<file path="src/design/rim_pkg.sv">
/*
  Package for the reference input monitor: register indices, reset values,
  field layouts, carrier structs and the millisecond timing count.
  Assumes a 200 MHz system clock and APB with one register per 32-bit word.
*/
package rim_pkg;

  // printed offsets are register indices; byte address is index * 4
  localparam logic [11:0] RIM_IDX_PER0   = 12'h404;
  localparam logic [11:0] RIM_IDX_PER7   = 12'h40b;
  localparam logic [11:0] RIM_IDX_LIM0   = 12'h40c;
  localparam logic [11:0] RIM_IDX_LIM1   = 12'h40d;
  localparam logic [11:0] RIM_IDX_LIM2   = 12'h40e;
  localparam logic [11:0] RIM_IDX_HYS    = 12'h40f;
  localparam logic [11:0] RIM_IDX_VT0    = 12'h410;
  localparam logic [11:0] RIM_IDX_VT1    = 12'h411;
  localparam logic [11:0] RIM_IDX_VT2    = 12'h412;
  localparam logic [11:0] RIM_IDX_JT0    = 12'h413;
  localparam logic [11:0] RIM_IDX_JT1    = 12'h414;
  localparam logic [11:0] RIM_IDX_STATE  = 12'h418;
  localparam logic [11:0] RIM_IDX_EVENT  = 12'h419;
  localparam logic [11:0] RIM_IDX_MASK   = 12'h41a;

  localparam logic [59:0] RIM_RST_PERIOD = 60'h000000000000000;
  localparam logic [23:0] RIM_RST_LIMIT  = 24'h0186a0;
  localparam logic [2:0]  RIM_RST_HYS    = 3'h3;
  localparam logic [19:0] RIM_RST_VTIME  = 20'h0000a;
  localparam logic [15:0] RIM_RST_JTOL   = 16'h0000;
  localparam logic [2:0]  RIM_RST_MASK   = 3'h0;

  // event and state bit positions
  localparam int RIM_BIT_FAULT  = 0;
  localparam int RIM_BIT_VALID  = 1;
  localparam int RIM_BIT_JITTER = 2;

  // one millisecond in cycles of the 5 ns clock
  localparam int RIM_MS_NS       = 1000000;
  localparam int RIM_CLK_PS      = 5000;
  localparam int RIM_MS_CYCLES   = RIM_MS_NS / RIM_CLK_PS * 1000;

  typedef struct packed {
    logic [59:0] period;
    logic [23:0] limit;
    logic [2:0]  hys;
    logic [19:0] vtime;
    logic [15:0] jtol;
  } rim_cfg_t;

  typedef struct packed {
    logic        valid;
    logic [23:0] err_ppb;
    logic [15:0] jit_ns;
  } rim_meas_t;

  typedef struct packed {
    logic jitter;
    logic valid;
    logic fault;
  } rim_stat_t;

endpackage

</file>
<file path="src/design/rim_ref_monitor.sv">
/*
  Reference input monitor qualification: limit registers, fault decision
  with hysteresis, millisecond validation timer, excess-jitter flag, APB
  slave and masked interrupt.
  Assumes a measurement engine on clk that strobes one frequency error
  (ppb, magnitude) and one rms jitter (ns) per measurement, and that reads
  the nominal period from cfg.period.
*/
// Design decision made here: the APB interface to the registers.
`timescale 1ns/100ps
`default_nettype none
module rim_ref_monitor #(
  parameter int unsigned MS_CYCLES = rim_pkg::RIM_MS_CYCLES
) (
  input  wire logic              clk,
  input  wire logic              rst_b,
  input  wire logic              psel,
  input  wire logic              penable,
  input  wire logic              pwrite,
  input  wire logic [15:0]       paddr,
  input  wire logic [31:0]       pwdata,
  output logic      [31:0]       prdata,
  output logic                   pready,
  output logic                   pslverr,
  input  wire rim_pkg::rim_meas_t meas,
  output rim_pkg::rim_cfg_t      cfg,
  output rim_pkg::rim_stat_t     mon_status,
  output logic                   irq
);
  import rim_pkg::*;

  localparam int MSW = $clog2(MS_CYCLES);

  // hysteresis amount as a fraction of the limit
  function automatic logic [23:0] hys_amount(input logic [23:0] lim,
                                             input logic [2:0]  code);
    logic [23:0] amt;
    amt = 24'h0;
    unique case (code)
      3'h0: amt = 24'h0;
      3'h1: amt = lim >> 5;
      3'h2: amt = lim >> 4;
      3'h3: amt = lim >> 3;
      3'h4: amt = lim >> 2;
      3'h5: amt = lim >> 1;
      3'h6: amt = (lim >> 1) + (lim >> 2);
      3'h7: amt = lim - (lim >> 3);
    endcase
    return amt;
  endfunction

  function automatic logic mapped(input logic [15:0] a);
    logic [11:0] i;
    i = a[13:2];
    return (a[15:14] == 2'h0) && (a[1:0] == 2'h0) &&
           (((i >= RIM_IDX_PER0) && (i <= RIM_IDX_JT1)) ||
            ((i >= RIM_IDX_STATE) && (i <= RIM_IDX_MASK)));
  endfunction

  rim_cfg_t    cfg_q, cfg_d;
  logic [2:0]  mask_q, mask_d;
  logic [2:0]  event_q, event_d;
  logic        irq_q, irq_d;
  logic [31:0] rdata_q, rdata_d;
  logic        err_q, err_d;
  logic [MSW-1:0] ms_cnt_q, ms_cnt_d;
  logic [19:0] vcnt_q, vcnt_d;
  logic        fault_q, fault_d;
  logic        valid_q, valid_d;
  logic        jit_q, jit_d;

  logic [11:0] idx;
  logic [7:0]  wb;
  logic        wr_en;
  logic        setup;
  logic        tick;
  logic [2:0]  ev;
  logic [23:0] clr_level;

  assign idx   = paddr[13:2];
  assign wb    = pwdata[7:0];
  assign setup = psel & ~penable;
  // unmapped writes are dropped and answered with pslverr
  assign wr_en = psel & penable & pwrite & ~err_q;

  // zero wait states: read data was captured in the setup cycle
  assign pready     = 1'b1;
  assign pslverr    = psel & penable & err_q;
  assign prdata     = rdata_q;
  assign cfg        = cfg_q;
  assign mon_status = '{jitter: jit_q, valid: valid_q, fault: fault_q};
  assign irq        = irq_q;

  // configuration registers
  always_comb begin
    logic [63:0] per;
    logic [2:0]  bsel;
    per    = {4'h0, cfg_q.period};
    bsel   = 3'(idx - RIM_IDX_PER0);
    cfg_d  = cfg_q;
    if (wr_en) begin
      case (idx) inside
        [RIM_IDX_PER0:RIM_IDX_PER7]: begin
          per[8*bsel +: 8] = wb;
          cfg_d.period = per[59:0];
        end
        RIM_IDX_LIM0: cfg_d.limit[7:0]   = wb;
        RIM_IDX_LIM1: cfg_d.limit[15:8]  = wb;
        RIM_IDX_LIM2: cfg_d.limit[23:16] = wb;
        RIM_IDX_HYS:  cfg_d.hys          = wb[2:0];
        // software keeps these away from 0x00000 and 0xfffff
        RIM_IDX_VT0:  cfg_d.vtime[7:0]   = wb;
        RIM_IDX_VT1:  cfg_d.vtime[15:8]  = wb;
        RIM_IDX_VT2:  cfg_d.vtime[19:16] = wb[3:0];
        RIM_IDX_JT0:  cfg_d.jtol[7:0]    = wb;
        RIM_IDX_JT1:  cfg_d.jtol[15:8]   = wb;
        default: ;
      endcase
    end
  end

  always_ff @(posedge clk or negedge rst_b) begin
    if (!rst_b) begin
      cfg_q  <= '{period: RIM_RST_PERIOD, limit: RIM_RST_LIMIT,
                  hys: RIM_RST_HYS, vtime: RIM_RST_VTIME,
                  jtol: RIM_RST_JTOL};
    end else begin
      cfg_q  <= cfg_d;
    end
  end

  // interrupt mask
  always_comb begin
    mask_d = mask_q;
    if (wr_en && (idx == RIM_IDX_MASK)) begin
      mask_d = wb[2:0];
    end
  end

  always_ff @(posedge clk or negedge rst_b) begin
    if (!rst_b) begin
      mask_q <= RIM_RST_MASK;
    end else begin
      mask_q <= mask_d;
    end
  end

  // monitor decisions
  assign clr_level = cfg_q.limit - hys_amount(cfg_q.limit, cfg_q.hys);
  assign tick      = (ms_cnt_q == MSW'(MS_CYCLES - 1));

  // the prescaler runs free, so the first counted millisecond after a
  // fault clears may be short by up to MS_CYCLES - 1 cycles
  always_comb begin
    ms_cnt_d = tick ? '0 : ms_cnt_q + 1'b1;
  end

  always_ff @(posedge clk or negedge rst_b) begin
    if (!rst_b) begin
      ms_cnt_q <= '0;
    end else begin
      ms_cnt_q <= ms_cnt_d;
    end
  end

  // fault and jitter levels move only on a measurement strobe, except that jitter is forced low while jtol is 0
  always_comb begin
    fault_d = fault_q;
    jit_d   = jit_q;
    if (meas.valid) begin
      if (meas.err_ppb > cfg_q.limit) begin
        fault_d = 1'b1;
      // clear only below limit minus hysteresis
      end else if (meas.err_ppb < clr_level) begin
        fault_d = 1'b0;
      end
      jit_d = meas.jit_ns > cfg_q.jtol;
    end
    if (cfg_q.jtol == 16'h0) begin
      jit_d = 1'b0;
    end
  end

  always_ff @(posedge clk or negedge rst_b) begin
    if (!rst_b) begin
      fault_q <= 1'b0;
      jit_q   <= 1'b0;
    end else begin
      fault_q <= fault_d;
      jit_q   <= jit_d;
    end
  end

  // validation timer; a fault at the strobe wins over a tick in that cycle
  always_comb begin
    vcnt_d  = vcnt_q;
    valid_d = valid_q;
    if (fault_d) begin
      vcnt_d  = 20'h0;
      valid_d = 1'b0;
    end else if (!valid_q && tick) begin
      vcnt_d = vcnt_q + 20'h1;
      if (vcnt_d >= cfg_q.vtime) begin
        valid_d = 1'b1;
      end
    end
  end

  always_ff @(posedge clk or negedge rst_b) begin
    if (!rst_b) begin
      vcnt_q  <= 20'h0;
      valid_q <= 1'b0;
    end else begin
      vcnt_q  <= vcnt_d;
      valid_q <= valid_d;
    end
  end

  // events, read path and interrupt
  always_comb begin
    ev = 3'h0;
    ev[RIM_BIT_FAULT]  = fault_d & ~fault_q;
    ev[RIM_BIT_VALID]  = valid_d & ~valid_q;
    ev[RIM_BIT_JITTER] = jit_d & ~jit_q;
    event_d = event_q;
    if (wr_en && (idx == RIM_IDX_EVENT)) begin
      event_d = event_q & ~wb[2:0];
    end
    // a new event beats a simultaneous clear
    event_d = event_d | ev;
    irq_d   = |(event_d & mask_d);
  end

  always_ff @(posedge clk or negedge rst_b) begin
    if (!rst_b) begin
      event_q <= 3'h0;
      irq_q   <= 1'b0;
    end else begin
      event_q <= event_d;
      irq_q   <= irq_d;
    end
  end

  // read data is captured in the setup cycle so the access needs no wait
  always_comb begin
    rdata_d = rdata_q;
    err_d   = err_q;
    if (setup) begin
      err_d   = ~mapped(paddr);
      rdata_d = 32'h0;
      case (idx) inside
        [RIM_IDX_PER0:RIM_IDX_PER7]:
          rdata_d[7:0] = 8'({4'h0, cfg_q.period} >>
                            (8 * 3'(idx - RIM_IDX_PER0)));
        RIM_IDX_LIM0:  rdata_d[7:0] = cfg_q.limit[7:0];
        RIM_IDX_LIM1:  rdata_d[7:0] = cfg_q.limit[15:8];
        RIM_IDX_LIM2:  rdata_d[7:0] = cfg_q.limit[23:16];
        RIM_IDX_HYS:   rdata_d[2:0] = cfg_q.hys;
        RIM_IDX_VT0:   rdata_d[7:0] = cfg_q.vtime[7:0];
        RIM_IDX_VT1:   rdata_d[7:0] = cfg_q.vtime[15:8];
        RIM_IDX_VT2:   rdata_d[3:0] = cfg_q.vtime[19:16];
        RIM_IDX_JT0:   rdata_d[7:0] = cfg_q.jtol[7:0];
        RIM_IDX_JT1:   rdata_d[7:0] = cfg_q.jtol[15:8];
        RIM_IDX_STATE: rdata_d[2:0] = {jit_q, valid_q, fault_q};
        RIM_IDX_EVENT: rdata_d[2:0] = event_q;
        RIM_IDX_MASK:  rdata_d[2:0] = mask_q;
        default: ;
      endcase
      if (err_d) begin
        rdata_d = 32'h0;
      end
    end
  end

  always_ff @(posedge clk or negedge rst_b) begin
    if (!rst_b) begin
      rdata_q <= 32'h0;
      err_q   <= 1'b0;
    end else begin
      rdata_q <= rdata_d;
      err_q   <= err_d;
    end
  end

endmodule
`default_nettype wire

</file>
<file path="config.mk">
export PLATFORM = sky130hd
export DESIGN_NAME = rim_ref_monitor
export DESIGN_NICKNAME = d
export VERILOG_FILES = /design/src/design/rim_pkg.sv /design/src/design/rim_ref_monitor.sv
export SDC_FILE = /design/constraint.sdc
export NUM_CORES = 1
export LEC_CHECK = 0
export BUFFER_PORTS_ARGS = -buffer_cell sky130_fd_sc_hd__buf_2
export CAP_MARGIN = 10
export CORE_MARGIN = 2
export CORE_UTILIZATION = 40
export CTS_CLUSTER_DIAMETER = 200
export DETAILED_ROUTE_END_ITERATION = 12
export MAX_ROUTING_LAYER = met4
export PLACE_DENSITY = 0.72
export SETUP_SLACK_MARGIN = 0.05
export SLEW_MARGIN = 20
export SYNTH_ARGS = -nofsm -noshare
export SYNTH_HDL_FRONTEND = slang
export SYNTH_SLANG_ARGS = --single-unit
</file>
<file path="constraint.sdc">
create_clock -name clk -period 11.8 [get_ports clk]
set_input_delay 0.59 -clock clk [delete_from_list [all_inputs] [get_ports clk]]
set_output_delay 0.59 -clock clk [all_outputs]
set_load 0.03 [all_outputs]
</file>
==> results.sh, run 1 <==
export IMPL_clockBufferDepth=2
export IMPL_worst_pin_slew_ns=1.005
export IMPL_combinationalPowerShare_pct=7.3
export IMPL_die_y_um=200.0
export IMPL_num_vias=13967
export IMPL_cts_setup_buffers=0
export IMPL_hold_buffers=0
export IMPL_die_w_um=200.0
export IMPL_grtUsageTotal_pct=25.26
export IMPL_critPathMaxFanout=24
export IMPL_drtPass1Iterations=6
export IMPL_yosys_top_cells_area="dfrtp_1, ha_1, mux2_2"
export IMPL_crit_required_ns=12.14
export IMPL_dp_hpwl_um=37010
export IMPL_seq_area_frac_synth_pct=29.41
export IMPL_antenna_found_initial=0
export IMPL_period_share_pct=59.55
export IMPL_drtAntennaViolNets=0
export IMPL_arrival_ns=7.37
export IMPL_endpoint_kind="register"
export IMPL_p_leak_nw=8.105
export IMPL_rsz0062_at_grt="false"
export IMPL_drt_first_iter_violations=1021
export IMPL_max_freq_mhz=142.3
export IMPL_skew_ns=0.008351
export IMPL_pwr_density_cell_mw_per_mm2=76.73
export IMPL_clkPwrFrac_pct=46.3
export IMPL_synth_distinct_cells=89
export IMPL_critPathLaunchType="register"
export IMPL_hold_class="in -> async"
export IMPL_die_area_mm2=0.03998
export IMPL_wl_met2_um=22040
export IMPL_slew_violations=0
export IMPL_sw_frac_of_total_pct=23.90
export IMPL_drive_above_1_share_pct=20.95
export IMPL_io_pins=255
export IMPL_synthAdderAreaFrac_pct=13.59
export IMPL_synth_xor_area_share_pct=5.816
export IMPL_synth_warnings=0
export IMPL_async_flop_share_pct=100.0
export IMPL_clock_root_buffer="clkbuf_16"
export IMPL_ys_flop_type="dfrtp_1"
export IMPL_num_rows=71
export IMPL_setup_tns_ns=0
export IMPL_grt_overflow_total=0
export IMPL_drcViolationCount=0
export IMPL_wl_per_cell_um=20.34
export IMPL_wl_um=48550
export IMPL_relSlewSlack_pct=32.72
export IMPL_syn_to_final_growth_pct=12.63
export IMPL_syn_inst=1704
export IMPL_period_minus_slack_ns=7.027
export IMPL_p_switching_w=0.0003173
export IMPL_synth_avg_cell_area_um2=9.014
export IMPL_yosys_area_share_simple_pct=16.41
export IMPL_netlist_area_mm2=0.01536
export IMPL_synth_seq_cells=180
export IMPL_maxCapViolCount=0
export IMPL_cts_sinks=180
export IMPL_p_seq_share_pct=46.5
export IMPL_synth_edf_count=0
export IMPL_synth_top_area_share_pct=27.70
export IMPL_cts_inserted_buffers=17
export IMPL_initial_core_util_pct=40.68
export IMPL_yosysTopAreaCell="dfrtp_1"
export IMPL_rr_worst_depth=26
export IMPL_top_layer="met4"
export IMPL_grt_max_degree=116
export IMPL_synth_top_family_by_area="compound AO/OA/AOI/OAI gates"
export IMPL_viasPerCell=5.851
export IMPL_status="finished clean"
export IMPL_core_area_mm2=0.03776
export IMPL_clk_pin_slew_ns=0.07
export IMPL_p_int_w=0.001010
export IMPL_met1_length_um=21400
export IMPL_cts_htree_levels=4
export IMPL_p_total_w=0.001328
export IMPL_grt_pass1_wl_um=75840
export IMPL_irDropWorstVdd_mv=0.1079
export IMPL_clk_latency_ns=0.44
export IMPL_synthMuxAreaShare_pct=9.352
export IMPL_synth_compound_area_share_pct=19.92
export IMPL_gp_congestion=0.9759
export IMPL_wl_met3_um=3476
export IMPL_cts_tree="built"
export IMPL_final_hold_viol_count=0
export IMPL_stdcell_count=2387
export IMPL_path_class="reg -> reg"
export IMPL_portBuffers=205
export IMPL_diodes=0
export IMPL_layout_nets=2122
export IMPL_grt_pass1_vias=13681
export IMPL_ctsResizeCount=0
export IMPL_numPlacedInstances=2355
export IMPL_setup_violations=0
==> path summary, 6_finish.rpt <==
kind / to / start / slack (ns)
worst max-delay path: irq / cfg[44] / 4.77
worst min-delay path: cfg[12] / rst_b / 0.28
worst max register to register: irq / cfg[44] / 4.77
worst min register to register: prdata[6] / prdata[6] / 0.48
max in group asynchronous: prdata[7] / rst_b / 10.03
min in group clk: prdata[6] / prdata[6] / 0.48
==> cells by family (layout without fill, tap and decap cells) <==
kind of cell	after synthesis	in the layout
DFF	180	180
and+or+nand+nor	496	496
AOI/OAI and AO/OA	458	458
muxes	116	116
other	2	25
xor gates and xnor gates	102	102
buffers and inverters	185	334
adders and majority gates	165	165
==> metal layers <==
metal / global-route usage, % / vias up
li1: - / 6510
met1: 33.59 / 6735
met2: 39.17 / 630
met3: 3.461 / 92
met4: 9.602 / 0
met5: - / -
==> cell usage after synthesis, types with 15 or more instances <==
master / n
a211oi_1: 19
a21o_1: 49
a21oi_1: 95
a221oi_1: 16
a22oi_1: 25
and2_1: 19
and3_1: 20
buf_4: 34
clkbuf_1: 39
dfrtp_1: 170
ha_1: 162
inv_1: 94
mux2_2: 90
nand2_1: 161
nand2b_1: 15
nand3_1: 40
nand4_1: 28
nor2_1: 107
nor2b_1: 26
nor3_1: 21
o21a_1: 21
o21ai_0: 102
o221ai_1: 20
o22ai_1: 19
xnor2_1: 63
xor2_1: 39
==> cell type report <==
cell class                 instances  area, µm²
multi-input combinational       1362      10100
inverter                          94      352.8
timing repair buffer             208       1057
clock inverter                    12      176.4
fill                            3683      20450
clock buffer                      20      456.7
tap                              511      639.4
sequential                       180       4517
==> power by group through the flow <==
| stage | clock network (W) | registers [W] | logic [W] |
|---|---|---|---|
| 2_1_floorplan | 0 | 0.000629 | 0.0000552 |
| 5_1_grt | 0.000647 | 0.000617 | 0.000107 |
| 3_5_place_dp | 0 | 0.000629 | 0.0000959 |
| 6_report | 0.000614 | 0.000617 | 0.0000965 |
| 4_1_cts | 0.000620 | 0.000617 | 0.0000962 |
| 3_3_place_gp | 0 | 0.000629 | 0.0000932 |
==> worst max-delay path, cell delays in order, from the launching register on <==
cell and delay, ns:
dfstp_2 0.68, inv_1 0.18, ha_1 0.37, nor2b_1 0.15, o21ai_1 0.17, a21boi_0 0.21
o31ai_1 0.45, nor2b_1 0.28, o21bai_1 0.11, a211oi_1 0.24, nor2_1 0.10, a221oi_1 0.52
ha_1 0.38, a21o_1 0.21, a21o_1 0.17, a21oi_1 0.23, o41ai_1 0.17, a31oi_1 0.23
xor2_1 0.22, ha_1 0.28, a21o_1 0.16, a21o_1 0.16, a21oi_1 0.14, o2111ai_1 0.11
nand2_1 0.10, nand3_2 0.49, o211ai_1 0.38
==> registers in the layout, summed over array words and instances, names as in the netlist <==
signal	cells
cfg	123
vcnt_q	20
ms_cnt_q	18
prdata	8
event_q	3
mask_q	3
err_q	1
fault_q	1
irq	1
jit_q	1
valid_q	1
==> per-stage QoR <==
| stage | utilization, % | cell area (µm²) | hold WS, ns | worst slack (ns) |
|---|---|---|---|---|
| final | 45.82 | 17300 | 0.2776 | 4.774 |
| after floorplan | - | 15450 | 0.2944 | 6.205 |
| after global placement | 44.13 | 16660 | 0.4554 | 4.573 |
| after CTS | 45.80 | 17290 | 0.3668 | 4.398 |
| after global routing | 45.82 | 17300 | 0.3604 | 4.123 |
| after detailed placement | 44.13 | 16660 | 0.4684 | 4.413 |
==> cells in the final DEF (no fill, tap or decap), types with 11 or more instances in the layout <==
cell type  netlist  routed
o21ai_0        102     102
a221oi_1        16      16
xnor2_1         63      63
nor3_1          21      20
inv_1           94      94
a21oi_1         95      95
buf_2           13     204
ha_1           162     162
nand2_1        161     161
nor2b_1         26      26
and2_1          19      19
nor2_1         107     107
and3_1          20      20
nand4_1         28      28
a21o_1          49      49
o221ai_1        20      20
a22oi_1         25      25
clkbuf_16        0      17
a211oi_1        19      19
o22ai_1         19      19
dfrtp_1        170     170
nand2b_1        15      15
nand3_1         40      39
mux4_2          13      13
mux2i_1         13      13
o211ai_1        11      11
o21a_1          21      21
xor2_1          39      39
conb_1           2      25
mux2_2          90      90
Power figures use the tool's default switching activity.
==> inputs of run 2 (changes only) <==
--- a/config.mk
+++ b/config.mk
@@ -5,6 +5,7 @@
 export SDC_FILE = /design/constraint.sdc
 export NUM_CORES = 1
 export LEC_CHECK = 0
+export ABC_AREA = 1
 export BUFFER_PORTS_ARGS = -buffer_cell sky130_fd_sc_hd__buf_2
 export CAP_MARGIN = 10
 export CORE_MARGIN = 2
==> constraint.sdc (replaced) <==
create_clock -name clk -period 6.57 [get_ports clk]
set_input_delay 0.3285 -clock clk [delete_from_list [all_inputs] [get_ports clk]]
set_output_delay 0.3285 -clock clk [all_outputs]
set_load 0.03 [all_outputs]
==> run 2 against run 1 <==
Compared with the run above: the run now ends with hold timing left; total power grew 85%; critical path depth grew 11; first-iteration DRC count grew 45%; count of clock-buffer cells in the layout shrank 3; sequential cell count is the same.
==> results.sh, run 2 <==
export IMPL_diodes=0
export IMPL_path_class="reg -> reg"
export IMPL_ys_flop_type="dfrtp_1"
export IMPL_skew_ns=0.008690
export IMPL_syn_to_final_growth_pct=15.94
export IMPL_relSlewSlack_pct=29.46
export IMPL_wl_per_cell_um=18.25
export IMPL_layout_common_cells="nand2_1, inv_1, o21ai_0"
export IMPL_clock_root_buffer="clkbuf_16"
export IMPL_hold_worst_slack_ns=-0.07869
export IMPL_dp_hpwl_um=43430
export IMPL_clk_latency_ns=0.46
export IMPL_cts_tree="built"
export IMPL_synth_distinct_cells=62
export IMPL_yosysTopAreaCell="dfrtp_1"
export IMPL_grtUsageTotal_pct=27.15
export IMPL_die_y_um=202.4
export IMPL_endpoint_kind="register"
export IMPL_die_w_um=202.4
export IMPL_status="finished with violations"
export IMPL_drive_above_1_share_pct=15.15
export IMPL_gp_congestion=0.9369
export IMPL_cp_slowest_cell="dfrtp_2"
export IMPL_async_flop_share_pct=100.0
export IMPL_period_minus_slack_ns=6.162
export IMPL_netlist_area_mm2=0.01575
export IMPL_io_pins=255
export IMPL_numPlacedInstances=2974
export IMPL_synth_seq_cells=180
export IMPL_syn_inst=2245
export IMPL_crit_required_ns=6.93
export IMPL_seq_area_frac_synth_pct=28.68
export IMPL_die_area_mm2=0.04097
export IMPL_grt_overflow_total=0
export IMPL_antenna_found_initial=0
export IMPL_stdcell_count=3007
export IMPL_final_hold_viol_count=21
export IMPL_cts_sinks=180
export IMPL_initial_core_util_pct=40.65
export IMPL_yosys_top_cells_area="dfrtp_1, ha_1, nand2_1"
export IMPL_hold_buffers=0
export IMPL_synth_edf_count=0
export IMPL_mostFrequentLayoutCell="nand2_1"
export IMPL_grt_pass1_wl_um=85260
export IMPL_rsz0062_at_grt="false"
export IMPL_core_area_mm2=0.03874
export IMPL_synth_warnings=0
export IMPL_arrival_ns=6.52
export IMPL_cts_inserted_buffers=17
export IMPL_maxCapViolCount=0
export IMPL_drtPass1Iterations=7
export IMPL_yosys_top_cells_count="nand2_1, inv_1, o21ai_0, a21oi_1, dfrtp_1"
export IMPL_violations="hold timing"
export IMPL_num_vias=16675
export IMPL_portBuffers=205
export IMPL_period_share_pct=93.79
export IMPL_setup_tns_ns=0
export IMPL_grt_max_degree=105
export IMPL_synth_avg_cell_area_um2=7.014
export IMPL_critPathLaunchType="register"
export IMPL_clockBufferDepth=2
export IMPL_viasPerCell=5.545
export IMPL_cpPeakStageDelay_ns=0.50
export IMPL_setup_violations=0
export IMPL_cts_htree_levels=4
export IMPL_wl_um=54880
export IMPL_drt_first_iter_violations=1484
export IMPL_synth_most_common_cell="nand2_1"
export IMPL_largest_reg_flops=123
export IMPL_layout_nets=2735
export IMPL_p_leak_nw=9.259
export IMPL_fillers=3965
export IMPL_max_freq_mhz=162.3
export IMPL_irDropWorstVdd_mv=0.1940
export IMPL_grt_pass1_vias=15521
export IMPL_worst_pin_slew_ns=1.031
export IMPL_num_rows=72
export IMPL_critPathMaxFanout=9
export IMPL_slew_violations=0
export IMPL_pwr_density_cell_mw_per_mm2=134.3
export IMPL_drtAntennaViolNets=0
export IMPL_path_common_cell="nand2_1"
export IMPL_synth_top_area_share_pct=27.02
export IMPL_drcViolationCount=0
export IMPL_clk_pin_slew_ns=0.07
export IMPL_hold_class="in -> async"
-- run 2: changes by cell type after synthesis, moves of 19 or more --
cell / delta
nand2_1: +302
inv_1: +198
o21ai_0: +109
mux2_2: -89
a21oi_1: +85
nand3_1: +80
nor2_1: +60
xnor2_1: -52
a21o_1: -44
o21ai_1: +41
nor2b_1: -26
and3_1: -20
nor3_1: +19
-- run 2: metrics by stage --
step	utilization [%]	power, W	instance area, µm²	hold slack [ns]	setup slack [ns]
finish	47.13	0.002451	18260	-0.07869	0.4080
global route	47.13	0.002535	18260	0.08542	0.05378
CTS	46.91	0.002461	18170	0.03442	0.1709
detailed placement	45.29	0.001373	17550	0.4556	0.2196
global placement	45.29	0.001367	17550	0.4459	0.3609
floorplan	-	0.001280	15830	0.03291	0.9931
-- run 2: worst max-delay path: cells and delay by family, from the launching register on --
kind	cells	cell delay [ns]
AO/OA/AOI/OAI	12	2.08
buffers and inverters	6	0.67
flip-flops	1	0.50
AND/OR/NAND/NOR	16	1.87
adder cells (fa/ha/maj)	3	0.93
-- run 2: cell families after synthesis --
group / after synthesis / share of synthesized area (%)
AOI/OAI and AO/OA: 583 / 20.79
xor gates and xnor gates: 51 / 2.884
adders and majority gates: 165 / 13.25
buffers and inverters: 386 / 10.04
DFF: 180 / 28.68
muxes: 5 / 0.3258
other: 2 / 0.04769
and+or+nand+nor: 873 / 23.97
-- run 2: final timing paths --
kind,from,to,slack [ns],depth (start not counted)
max,cfg[43],vcnt_q[9],0.41,37
min,rst_b,vcnt_q[15],-0.08,1
max reg2reg,cfg[43],vcnt_q[9],0.41,37
min reg2reg,ms_cnt_q[0],ms_cnt_q[0],0.47,1
max in group asynchronous,rst_b,cfg[41],4.89,2
min in group clk,pwdata[7],cfg[7],0.10,3
-- run 2: report_power, final --
group | total, W | switching, W | internal [W] | leakage [nW]
combinational | 0.000241 | 0.000177 | 0.0000638 | 6.61
sequential | 0.00111 | 0.00000347 | 0.00111 | 2.34
clock | 0.00110 | 0.000485 | 0.000611 | 0.309
-- run 2: repair_timing --
item                       in CTS  in global routing
setup endpoints to repair       0                 25
buffers inserted                0                  1
gates resized for setup         0                 27
-- run 2: per-layer routing --
metal / vias up / routed length (µm) / track usage (%)
li1: 8038 / - / -
met1: 7839 / 24510 / 36.91
met2: 713 / 24940 / 42.42
met3: 85 / 3993 / 3.064
met4: 0 / 1438 / 8.472
met5: - / 0 / -
-- run 2: cell type report --
class	count	area [µm²]	share of cell area (%)
tap	518	648.1	3.550
multi-input combinational	1702	9808	53.72
clock buffer	17	425.4	2.330
sequential	180	4521	24.76
inverter	308	1156	6.333
timing repair buffer	267	1498	8.204
clock inverter	15	200.2	1.097
==> inputs of run 3 (changes only) <==
--- a/config.mk
+++ b/config.mk
@@ -6,14 +6,14 @@
 export NUM_CORES = 1
 export LEC_CHECK = 0
 export ABC_AREA = 1
-export BUFFER_PORTS_ARGS = -buffer_cell sky130_fd_sc_hd__buf_2
 export CAP_MARGIN = 10
 export CORE_MARGIN = 2
 export CORE_UTILIZATION = 40
 export CTS_CLUSTER_DIAMETER = 200
 export DETAILED_ROUTE_END_ITERATION = 12
+export DONT_BUFFER_PORTS = 1
 export MAX_ROUTING_LAYER = met4
-export PLACE_DENSITY = 0.72
+export PLACE_DENSITY = 0.66
 export SETUP_SLACK_MARGIN = 0.05
 export SLEW_MARGIN = 20
 export SYNTH_ARGS = -nofsm -noshare
==> constraint.sdc (replaced) <==
create_clock -name clk -period 7.05 [get_ports clk]
set_input_delay 0.3525 -clock clk [delete_from_list [all_inputs] [get_ports clk]]
set_output_delay 0.3525 -clock clk [all_outputs]
set_load 0.03 [all_outputs]
==> run 3 against run 2 <==
Compared with the run above: largest power group unchanged; critical path type unchanged; highest routed layer unchanged; the run now ends clean; clock power down 12%; first-iteration DRC count fell by 6.1%; die area unchanged.
==> results.sh, run 3 (synthesis gave the netlist of run 2 again) <==
export IMPL_clk_pin_slew_ns=0.07
export IMPL_largest_reg_flops=123
export IMPL_fillers=3996
export IMPL_crit_required_ns=7.38
export IMPL_cts_sinks=180
export IMPL_clk_latency_ns=0.46
export IMPL_num_vias=15664
export IMPL_pwr_density_cell_mw_per_mm2=128.4
export IMPL_cts_tree="built"
export IMPL_cts_inserted_buffers=17
export IMPL_grtUsageTotal_pct=26.54
export IMPL_status="finished clean"
export IMPL_portBuffers=0
export IMPL_relSlewSlack_pct=31.19
export IMPL_hold_worst_slack_ns=0.01699
export IMPL_core_area_mm2=0.03874
export IMPL_grt_overflow_total=0
export IMPL_grt_pass1_wl_um=82800
export IMPL_max_freq_mhz=156.0
export IMPL_die_area_mm2=0.04097
export IMPL_wl_um=53310
export IMPL_critPathLaunchType="register"
export IMPL_setup_tns_ns=0
export IMPL_endpoint_kind="register"
export IMPL_rr_worst_depth=37
export IMPL_path_class="reg -> reg"
export IMPL_clock_root_buffer="clkbuf_16"
export IMPL_worstHoldPathCells=2
export IMPL_clockBufferDepth=2
export IMPL_arrival_ns=6.74
export IMPL_skew_ns=0.01000
export IMPL_worst_pin_slew_ns=1.028
export IMPL_hold_class="in -> reg"
export IMPL_syn_to_final_growth_pct=8.717
export IMPL_cp_slowest_cell="dfrtp_2"
export IMPL_path_common_cell="nand2_1"
export IMPL_initial_core_util_pct=40.65
export IMPL_period_minus_slack_ns=6.409
export IMPL_final_hold_viol_count=0
export IMPL_irDropWorstVdd_mv=0.1937
export IMPL_drcViolationCount=0
export IMPL_drtPass1Iterations=6
export IMPL_rrSetupSlack_ns=0.64
export IMPL_wl_per_cell_um=19.06
export IMPL_viasPerCell=5.602
export IMPL_antenna_found_initial=0
export IMPL_rsz0062_at_grt="false"
export IMPL_critPathMaxFanout=17
export IMPL_io_pins=255
export IMPL_cts_htree_levels=4
export IMPL_diodes=0
export IMPL_drtAntennaViolNets=0
export IMPL_period_share_pct=90.91
export IMPL_setup_violations=0
export IMPL_slew_violations=0
export IMPL_grt_pass1_vias=14966
export IMPL_drt_first_iter_violations=1393
export IMPL_drive_above_1_share_pct=6.146
export IMPL_gp_congestion=0.9310
export IMPL_layout_nets=2524
export IMPL_maxCapViolCount=0
export IMPL_p_leak_nw=8.235
export IMPL_die_y_um=202.4
export IMPL_cpPeakStageDelay_ns=0.55
export IMPL_num_rows=72
export IMPL_mostFrequentLayoutCell="nand2_1"
export IMPL_layout_common_cells="nand2_1, inv_1, o21ai_0"
export IMPL_multi_input_area_mm2=0.009752
export IMPL_seq_area_mm2=0.004521
export IMPL_grt_max_degree=181
export IMPL_die_w_um=202.4
export IMPL_dp_hpwl_um=41660
run 3: cell types whose count changed in the layout (fill, tap and decap cells not counted), sizes merged:
| cell | change |
|---|---|
| dlygate4sd3 | +8 |
| clkbuf | +7 |
| clkinvlp | +1 |
| bufinv | -1 |
| clkinv | -3 |
| buf | -219 |
| inv | -4 |
run 3: worst paths after layout:
| kind | start | to |
|---|---|---|
| worst max-delay path | cfg[42] | vcnt_q[9] |
| worst min-delay path | pwdata[2] | cfg[2] |
| worst max register to register | cfg[42] | vcnt_q[9] |
| worst min register to register | ms_cnt_q[0] | ms_cnt_q[0] |
| max in group asynchronous | rst_b | cfg[42] |
| min in group asynchronous | rst_b | vcnt_q[5] |
run 3: worst max-delay path: cells and delay by family, from the launching register on:
family	cells	cell delay, ns
adder cells (fa/ha/maj)	4	1.24
AO/OA/AOI/OAI	13	2.35
AND/OR/NAND/NOR	14	1.39
XOR/XNOR	1	0.15
buffers and inverters	5	0.59
flip-flops	1	0.55
run 3: area by class of cell:
type	instances	share of cell area [%]
Tap cell	518	3.786
Multi-Input combinational cell	1702	56.97
Inverter	308	6.753
Clock buffer	24	2.814
Timing Repair Buffer	56	2.690
Sequential cell	180	26.41
Clock inverter	8	0.5847
run 3: routing by layer:
layer | vias up | routed length [µm] | track usage (%) | share of wire, %
met5 | - | 0 | - | 0
met4 | 0 | 1168 | 7.977 | 2.2
met3 | 72 | 4692 | 5.692 | 8.8
met2 | 645 | 24510 | 41.99 | 46
met1 | 7321 | 22940 | 34.05 | 43
li1 | 7626 | - | - | -
run 3: repair_timing:
action                                 4_1_cts  5_1_grt
hold buffers                                 9        0
resized for setup                            0       10
endpoints found under the hold margin      187        0
setup endpoints to repair                    0       21
setup buffers                                0        0
run 3: per-stage QoR:
step                cells  power [W]  cell area [µm²]  util, %  worst slack, ns
detailed placement   2755   0.001218            16410    42.36           0.5065
CTS                  2796   0.002207            17100    44.14           0.4780
floorplan            2268   0.001193            15830        -            1.473
global route         2796   0.002277            17120    44.19          0.03454
finish               2796   0.002198            17120    44.19           0.6409
global placement     2755   0.001213            16410    42.36           0.5784
run 3: where the power goes:
group | switching (W) | total [W] | internal [W] | leakage, nW
Sequential | 0.00000889 | 0.00104 | 0.00104 | 2.34
Clock | 0.000420 | 0.000970 | 0.000550 | 0.285
Combinational | 0.000135 | 0.000183 | 0.0000475 | 5.61
